==> config.mk <==
export PLATFORM = sky130hd
export DESIGN_NAME = csf_core_slice
export DESIGN_NICKNAME = d
export VERILOG_FILES = /design/src/hdl/csf_core_slice.v
export VERILOG_INCLUDE_DIRS = /design/src /design/src/inc
export SDC_FILE = /design/constraint.sdc
export NUM_CORES = 2
export LEC_CHECK = 0
export ABC_AREA = 1
export BUFFER_PORTS_ARGS = -buffer_cell sky130_fd_sc_hd__buf_2
export CAP_MARGIN = 40
export CELL_PAD_IN_SITES_DETAIL_PLACEMENT = 0
export CELL_PAD_IN_SITES_GLOBAL_PLACEMENT = 1
export CORE_ASPECT_RATIO = 2
export CORE_MARGIN = 4
export CORE_UTILIZATION = 42
export DETAILED_ROUTE_END_ITERATION = 6
export PLACE_DENSITY = 0.75
export SYNTH_ARGS = -nofsm -noshare
export SYNTH_HDL_FRONTEND = slang
export SYNTH_SLANG_ARGS = --single-unit
==> constraint.sdc <==
create_clock -name sys_clk -period 32 [get_ports sys_clk]
set_clock_uncertainty 0.2 [all_clocks]
set_input_delay 6.4 -clock sys_clk [delete_from_list [all_inputs] [get_ports sys_clk]]
set_output_delay 6.4 -clock sys_clk [all_outputs]
set_load 0.02 [all_outputs]
==> src/inc/csf_core_map.vh <==
`ifndef CSF_CORE_MAP_VH
`define CSF_CORE_MAP_VH
// I/O and data-space layout
`define CSF_IO_DS_BASE    8'h20
`define CSF_IO_DS_LAST    8'h5F
`define CSF_EXT_DS_BASE   8'h60
`define CSF_STATUS_DS     8'h5F
`define CSF_STATUS_IO     6'h3F
`define CSF_STATUS_RST    8'h00
`define CSF_PTR_X_LO      5'h1A
`define CSF_PTR_Y_LO      5'h1C
`define CSF_PTR_Z_LO      5'h1E
// Status register bit positions
`define CSF_BIT_I 7
`define CSF_BIT_T 6
`define CSF_BIT_H 5
`define CSF_BIT_S 4
`define CSF_BIT_V 3
`define CSF_BIT_N 2
`define CSF_BIT_Z 1
`define CSF_BIT_C 0
// Micro-op codes presented on op_code
`define CSF_OP_NOP   4'h0
`define CSF_OP_ADD   4'h1
`define CSF_OP_ADC   4'h2
`define CSF_OP_SUB   4'h3
`define CSF_OP_AND   4'h4
`define CSF_OP_OR    4'h5
`define CSF_OP_XOR   4'h6
`define CSF_OP_MOV   4'h7
`define CSF_OP_BIT_STORE_TO_FLAG     4'h8
`define CSF_OP_BIT_LOAD_FROM_FLAG    4'h9
`define CSF_OP_SET_IRQ_GATE          4'hA
`define CSF_OP_CLEAR_IRQ_GATE        4'hB
`define CSF_OP_RETURN_FROM_INTERRUPT 4'hC
`define CSF_OP_CALL  4'hD
`define CSF_OP_SELF_PROGRAM_WRITE    4'hE
`define CSF_OP_LDI   4'hF
`define CSF_IRQ_N    8
`define CSF_PC_W     16
`endif

==> src/hdl/csf_core_slice.v <==
// Contract
// - 32 byte registers, two read, one write
// - Prefetch next word while current executes
// - Three 16-bit pointer pairs from registers
// - Self-program write only from boot section
// - Lowest pending vector served first
// - 64 I/O at data 0x20-0x5F, direct too
// - Extended 0x60-0xFF only by load/store
// - Direct I/O address is data minus 0x20
// - Status at 0x5F/I/O 0x3F, resets zero
// - Status never saved or restored by hardware
// - Flags updated after every add, subtract and logic operation
// - No interrupt while global enable clear
// - Accept clears enable; return sets it
// - Set/clear enable instructions under program control
// - T flag for bit store and load
// - Half carry marks nibble carry
// - Sign equals negative xor overflow
// - Overflow on signed range overflow
// - Negative when result top bit set
// - Return PC pushed to data stack
`timescale 1ns/1ps
`include "csf_core_map.vh"
module csf_core_slice (
	input  wire        sys_clk,
	input  wire        reset,
	input  wire [15:0] prog_word,
	input  wire [3:0]  op_code,
	input  wire [4:0]  op_dst,
	input  wire [4:0]  op_src,
	input  wire [7:0]  op_imm,
	input  wire [2:0]  op_bit,
	input  wire        op_valid,
	input  wire        io_direct,
	input  wire        ds_access,
	input  wire        ds_write,
	input  wire [7:0]  ds_addr,
	input  wire [7:0]  ds_wdata,
	input  wire [15:0] call_target,
	input  wire [15:0] boot_start,
	input  wire [15:0] stack_ptr,
	input  wire [7:0]  irq_pending,
	output reg  [15:0] prog_addr,
	output reg  [15:0] fetched_word,
	output reg  [7:0]  processor_status_flags,
	output reg  [7:0]  ds_rdata,
	output reg         ext_sel,
	output reg  [7:0]  ext_addr,
	output reg         ext_write,
	output reg  [7:0]  ext_wdata,
	output reg  [15:0] ptr_x,
	output reg  [15:0] ptr_y,
	output reg  [15:0] ptr_z,
	output reg         stack_write,
	output reg  [15:0] stack_addr,
	output reg  [15:0] stack_data,
	output reg         self_program_write,
	output reg  [2:0]  irq_taken_id,
	output reg         irq_taken,
	output reg  [15:0] irq_vector
);

	// ****************************************
	// Storage and helpers
	// ****************************************
	reg [7:0] work_reg [0:31];
	reg [7:0] io_reg   [0:63];
	reg [15:0] pc_reg;
	integer i;

	// Pair two working registers into one pointer
	function [15:0] pair;
		input [4:0] lo;
		begin
			pair = {work_reg[lo + 5'h01], work_reg[lo]};
		end
	endfunction

	// Lowest-index pending line wins
	function [3:0] prio;
		input [7:0] req;
		integer k;
		begin
			prio = 4'h8;
			for (k = `CSF_IRQ_N - 1; k >= 0; k = k - 1) begin
				if (req[k])
					prio = k[3:0];
			end
		end
	endfunction

	// Data-space address to I/O slot; wraps inside the 64 slots
	function [5:0] io_index;
		input [7:0] a;
		reg   [7:0] ofs;
		begin
			ofs = a - `CSF_IO_DS_BASE;
			io_index = ofs[5:0];
		end
	endfunction

	// Vectors sit two words apart, line 0 at the bottom
	function [15:0] vec_addr;
		input [3:0] id;
		begin
			vec_addr = {11'h000, id, 1'b0};
		end
	endfunction

	// ****************************************
	// ALU and flag computation
	// ****************************************
	reg [7:0] rd_v;
	reg [7:0] rr_v;
	reg [8:0] sum;
	reg [7:0] res;
	reg       wr_en;
	reg [7:0] flags_next;
	reg       arith;

	always @* begin
		rd_v = work_reg[op_dst];
		rr_v = (op_code == `CSF_OP_LDI) ? op_imm : work_reg[op_src];
		sum = 9'h000;
		res = rd_v;
		wr_en = 1'b0;
		arith = 1'b0;
		flags_next = processor_status_flags;
		case (op_code)
		`CSF_OP_ADD, `CSF_OP_ADC: begin
			sum = {1'b0, rd_v} + {1'b0, rr_v}
				+ {8'h00, (op_code == `CSF_OP_ADC) & processor_status_flags[`CSF_BIT_C]};
			res = sum[7:0];
			wr_en = 1'b1;
			arith = 1'b1;
			flags_next[`CSF_BIT_H] = (rd_v[3] & rr_v[3]) | (rr_v[3] & ~res[3])
				| (~res[3] & rd_v[3]);
			flags_next[`CSF_BIT_V] = (rd_v[7] & rr_v[7] & ~res[7])
				| (~rd_v[7] & ~rr_v[7] & res[7]);
			flags_next[`CSF_BIT_C] = sum[8];
		end
		`CSF_OP_SUB: begin
			sum = {1'b0, rd_v} - {1'b0, rr_v};
			res = sum[7:0];
			wr_en = 1'b1;
			arith = 1'b1;
			flags_next[`CSF_BIT_H] = (~rd_v[3] & rr_v[3]) | (rr_v[3] & res[3])
				| (res[3] & ~rd_v[3]);
			flags_next[`CSF_BIT_V] = (rd_v[7] & ~rr_v[7] & ~res[7])
				| (~rd_v[7] & rr_v[7] & res[7]);
			flags_next[`CSF_BIT_C] = sum[8];
		end
		`CSF_OP_AND, `CSF_OP_OR, `CSF_OP_XOR: begin
			res = (op_code == `CSF_OP_AND) ? (rd_v & rr_v) :
				(op_code == `CSF_OP_OR) ? (rd_v | rr_v) : (rd_v ^ rr_v);
			wr_en = 1'b1;
			arith = 1'b1;
			flags_next[`CSF_BIT_V] = 1'b0;
		end
		`CSF_OP_MOV, `CSF_OP_LDI: begin
			res = rr_v;
			wr_en = 1'b1;
		end
		`CSF_OP_BIT_STORE_TO_FLAG:
			flags_next[`CSF_BIT_T] = rd_v[op_bit];
		`CSF_OP_BIT_LOAD_FROM_FLAG: begin
			res[op_bit] = processor_status_flags[`CSF_BIT_T];
			wr_en = 1'b1;
		end
		`CSF_OP_SET_IRQ_GATE:
			flags_next[`CSF_BIT_I] = 1'b1;
		`CSF_OP_CLEAR_IRQ_GATE:
			flags_next[`CSF_BIT_I] = 1'b0;
		`CSF_OP_RETURN_FROM_INTERRUPT:
			flags_next[`CSF_BIT_I] = 1'b1;
		default: begin
			res = rd_v;
		end
		endcase
		// Common result flags for the add, subtract and logic operations
		if (arith) begin
			flags_next[`CSF_BIT_N] = res[7];
			flags_next[`CSF_BIT_Z] = (res == 8'h00);
		end
		flags_next[`CSF_BIT_S] = flags_next[`CSF_BIT_N] ^ flags_next[`CSF_BIT_V];
		if (!op_valid) begin
			wr_en = 1'b0;
			flags_next = processor_status_flags;
		end
	end

	// ****************************************
	// Address decode for data space and I/O
	// ****************************************
	reg [7:0] eff_addr;
	reg       hit_io;
	reg       hit_ext;
	reg       hit_status;

	// Direct I/O numbers are lifted by 0x20 to share one decoder
	always @* begin
		eff_addr = io_direct ? ({2'b00, ds_addr[5:0]} + `CSF_IO_DS_BASE) : ds_addr;
		hit_io = ds_access && (eff_addr >= `CSF_IO_DS_BASE)
			&& (eff_addr <= `CSF_IO_DS_LAST);
		hit_ext = ds_access && !io_direct && (eff_addr >= `CSF_EXT_DS_BASE);
		hit_status = hit_io && (eff_addr == `CSF_STATUS_DS);
	end

	// ****************************************
	// Interrupt acceptance
	// ****************************************
	reg [3:0] win;
	reg       take;

	always @* begin
		win = prio(irq_pending);
		take = processor_status_flags[`CSF_BIT_I] && (irq_pending != 8'h00);
	end

	// ****************************************
	// Sequential state
	// ****************************************
	// Flags are not stacked on interrupt entry: software owns that
	always @(posedge sys_clk or posedge reset) begin
		if (reset) begin
			processor_status_flags <= `CSF_STATUS_RST;
			pc_reg <= 16'h0000;
			prog_addr <= 16'h0000;
			fetched_word <= 16'h0000;
			ds_rdata <= 8'h00;
			ext_sel <= 1'b0;
			ext_addr <= 8'h00;
			ext_write <= 1'b0;
			ext_wdata <= 8'h00;
			ptr_x <= 16'h0000;
			ptr_y <= 16'h0000;
			ptr_z <= 16'h0000;
			stack_write <= 1'b0;
			stack_addr <= 16'h0000;
			stack_data <= 16'h0000;
			self_program_write <= 1'b0;
			irq_taken <= 1'b0;
			irq_taken_id <= 3'h0;
			irq_vector <= 16'h0000;
			for (i = 0; i < 32; i = i + 1)
				work_reg[i] <= 8'h00;
			for (i = 0; i < 64; i = i + 1)
				io_reg[i] <= 8'h00;
		end else begin
			// Prefetch overlaps execution of the current word
			fetched_word <= prog_word;
			pc_reg <= pc_reg + 16'h0001;
			prog_addr <= pc_reg + 16'h0001;
			if (wr_en)
				work_reg[op_dst] <= res;
			processor_status_flags <= flags_next;
			// Pointers follow the pairs one clock behind a register write;
			// a reader that needs the new value must allow that clock
			ptr_x <= pair(`CSF_PTR_X_LO);
			ptr_y <= pair(`CSF_PTR_Y_LO);
			ptr_z <= pair(`CSF_PTR_Z_LO);
			// Boot check guards the application area
			self_program_write <= op_valid && (op_code == `CSF_OP_SELF_PROGRAM_WRITE)
				&& (pc_reg >= boot_start);
			stack_write <= 1'b0;
			irq_taken <= 1'b0;
			// A call in the same clock holds a pending interrupt back one clock
			if (op_valid && op_code == `CSF_OP_CALL) begin
				stack_write <= 1'b1;
				stack_addr <= stack_ptr;
				stack_data <= pc_reg + 16'h0001;
				pc_reg <= call_target;
				prog_addr <= call_target;
			end else if (take) begin
				processor_status_flags[`CSF_BIT_I] <= 1'b0;
				irq_taken <= 1'b1;
				irq_taken_id <= win[2:0];
				irq_vector <= vec_addr(win);
				stack_write <= 1'b1;
				stack_addr <= stack_ptr;
				stack_data <= pc_reg;
				pc_reg <= vec_addr(win);
				prog_addr <= vec_addr(win);
			end
			// Data-space reads and writes
			ds_rdata <= 8'h00;
			if (ds_access && !io_direct && eff_addr < `CSF_IO_DS_BASE)
				ds_rdata <= work_reg[eff_addr[4:0]];
			if (hit_status)
				ds_rdata <= processor_status_flags;
			else if (hit_io)
				ds_rdata <= io_reg[io_index(eff_addr)];
			if (ds_write && ds_access && !io_direct && eff_addr < `CSF_IO_DS_BASE)
				work_reg[eff_addr[4:0]] <= ds_wdata;
			if (ds_write && hit_status)
				processor_status_flags <= ds_wdata;
			else if (ds_write && hit_io)
				io_reg[io_index(eff_addr)] <= ds_wdata;
			ext_sel <= hit_ext;
			ext_addr <= eff_addr;
			ext_write <= hit_ext && ds_write;
			ext_wdata <= ds_wdata;
		end
	end

endmodule

==> metrics.md <==
| Metric | Value |
|---|---|
| RSZ-0062 raised after global routing | `false` |
| Vias per inst | `about 6` |
| Post-Route WL | `212000 µm` |
| Max Freq | `0.0822 GHz` |
| Share of layout cells above drive strength 1 | `0.115` |
| Failing checks | `design-rule violations` |
| Critical path's slowest cell | `clkinv_2` |
| Hold Buf Count CTS | `0` |
| # fillers | `around 11k` |
| Clock Sinks | `roughly 920` |
| Worst setup EP type | `register` |
| PwrDens | `approximately 60 nW/µm²` |
| Number of I/O pins | `between 200 and 300` |
| Die width | `between 200 and 250 µm` |
| Slew HR | `0.289` |
| Critical Path Most Common Cell | `nand2_1` |
| GRT overflow | `0` |
| Max Cap Viol | `0` |
| Skew-Pair Late Insertion Delay | `just over 0.7 ns` |
| Crit Path Class | `input pin to register` |
| Worst endpoint required time | `about 32 ns` |
| Hold path depth | `0` |
| Setup TNS | `0 ns` |
| Arr. time, crit path | `between 10 and 15 ns` |
| IO Port Bufs | `274` |
| CTS buffer count | `86` |
| Register area share after synthesis | `0.479` |
| Antenna viol nets, final | `0` |
| First-pass GRT wire length | `about 310000 µm` |
| Die H | `487 µm` |
| Routability cong. | `between 0.9 and 1` |
| Asr flop ratio synth | `1.00` |
| Core area | `roughly 110000 µm²` |
| Area occupied by multi-input gates | `between 20000 and 25000 µm²` |
| Post-synth EDFFs | `0` |
| CTS Root Cell | `clkbuf_16` |
| Vias in the first global route | `around 44k` |
| Slew @ Worst Pin | `around 1.1 ns` |
| Critical path's top delay family | `buffers and inverters` |
| Crit path time final | `between 10 and 15 ns` |
| Leakage | `25.0 nW` |
| Initial Util | `0.423` |
| Initial antenna violation count | `7` |
| Largest register FFs | `a little over 500` |
| Yosys reg bits | `between 900 and 1k` |
| Mapped Avg Cell Area | `approximately 8.0 µm²` |
| DRC violations left | `10` |
| Clock Path Buffers | `3` |
| Setup violators final | `0` |
| Total power | `around 3.2 mW` |
| Post-detail-place hpwl | `145000 µm` |
| Ys Warns | `0` |
| Pre-antenna DRT Iters | `7` |
| HP Class | `register to register` |
| Yosys cell types | `between 50 and 60` |
| Commonest non-fill, non-tap cell in the layout | `nand2_1` |
| Type of origin of the critical path | `input pin` |
| H-tree depth | `3` |
| Final #Nets | `6230` |
| CTS clk-pin slew, worst paths | `around 0.070 ns` |
| Detailed Route Iter0 Violations | `between 5k and 6k` |
| Status | `finished with violations` |
| Slowest stage delay, CP | `roughly 0.97 ns` |
| CTS tree | `built` |
| Count of final hold-check violations | `0` |
| Slew Viols, Final | `0` |
| Critical path depth | `27` |
| Post_cts resized | `0` |
| Top_reg_cell synth | `dfrtp_1` |
| Most frequent cells in the layout | `1934 x nand2_1, 921 x dfrtp_1, 522 x o21ai_0` |
| Cells after synthesis | `slightly above 6k` |
| Via count | `between 40k and 50k` |
| Largest net degree at the start of global routing | `184` |
| Avg WL per Cell | `roughly 28 µm` |
| Hold slack | `roughly 0.18 ns` |
| Crit share post-route | `0.380` |
| P&R area growth vs syn | `11.4%` |
| Post-CTS Setup Repair Bufs | `0` |
| Die Footprint | `~120000 µm²` |
| CP max FO | `77` |
| Synth Cell Area | `about 48000 µm²` |
| Total GRT Usage | `0.346` |
| Reg area | `~23000 µm²` |
| Std-Cell Rows | `roughly 180` |
| VDD IR max | `47.9 µV` |
| Critical path buffers and inverters | `6` |
| Reg2reg path depth | `24` |
cell usage after synthesis (13+ instances only):
master    count  area (µm²)
nand2_1    1934        7260
dfrtp_1     921       23000
o21ai_0     522        2610
a22oi_1     480        3600
a21oi_1     412        2060
nand3_1     314        1570
inv_1       246         923
clkbuf_1    232         871
nor2_1      148         556
buf_2       145         726
o21ai_1     110         551
inv_2        64         240
nand4_1      64         400
buf_4        47         353
a221oi_1     46         403
ha_1         42         526
nor3_1       33         165
o221ai_1     32         280
nor2_2       28         175
o211ai_1     24         180
nand4_2      20         250
o22ai_1      20         125
nor2_4       19         214
buf_1        16        60.1
nand2_2      16         100
xor2_1       13         114
layer usage:
| layer | share of wire | vias to the layer above | global-route usage |
|---|---|---|---|
| li1 | - | 20600 | - |
| met1 | 0.34 | 22100 | 0.372 |
| met2 | 0.48 | 2204 | 0.578 |
| met3 | 0.063 | 706 | 0.0523 |
| met4 | 0.12 | 2 | 0.316 |
| met5 | 0.000061 | - | 0 |
through the flow:
| stage | setup WS [ns] | std cells | cell area [µm²] | utilization |
|---|---|---|---|---|
| 6_report | 19.83 | 7645 | 53700 | 0.471 |
| 5_1_grt | 19.54 | 7642 | 53700 | 0.471 |
| 4_1_cts | 20.06 | 7639 | 53700 | 0.471 |
| 3_5_place_dp | 19.33 | 7479 | 50600 | 0.444 |
| 3_3_place_gp | 19.27 | 7450 | 50000 | 0.439 |
| 2_1_floorplan | 12.73 | 6050 | 48200 | - |
layout make-up:
type / count / share of cell area
Timing Repair Buffer: 369 / 0.0465
Tap cell: 1504 / 0.0351
Multi-Input combinational cell: 4370 / 0.409
Antenna cell: 5 / 0.000233
Clock buffer: 119 / 0.0471
Inverter: 316 / 0.0226
Sequential cell: 921 / 0.429
Clock inverter: 41 / 0.00993
worst paths after layout:
kind,start,end,slack (ns)
max,op_src[0],work_reg[84],19.83
min,io_reg[3],io_reg[3],0.18
max reg2reg,work_reg[32],work_reg[84],27.20
min reg2reg,io_reg[3],io_reg[3],0.18
max in group asynchronous,reset,io_reg[14],23.25
min in group asynchronous,reset,ptr_x[12],5.62
cells by family after synthesis:
family / after synthesis / synth area share
AOI/OAI and AO/OA: 1694 / 0.212
xor gates and xnor gates: 13 / 0.00236
adders and majority gates: 47 / 0.0130
buffers and inverters: 759 / 0.0672
DFF: 921 / 0.479
other: 1 / 0.0000779
and+or+nand+nor: 2604 / 0.227
power by group:
group          internal (mW)  switching [mW]  leakage (nW)
sequential              1.30           0.143          12.4
clock                  0.632           0.495          1.48
combinational          0.212           0.467          11.0
total                   2.14            1.11          25.0
(Power assumes the default switching activity.)
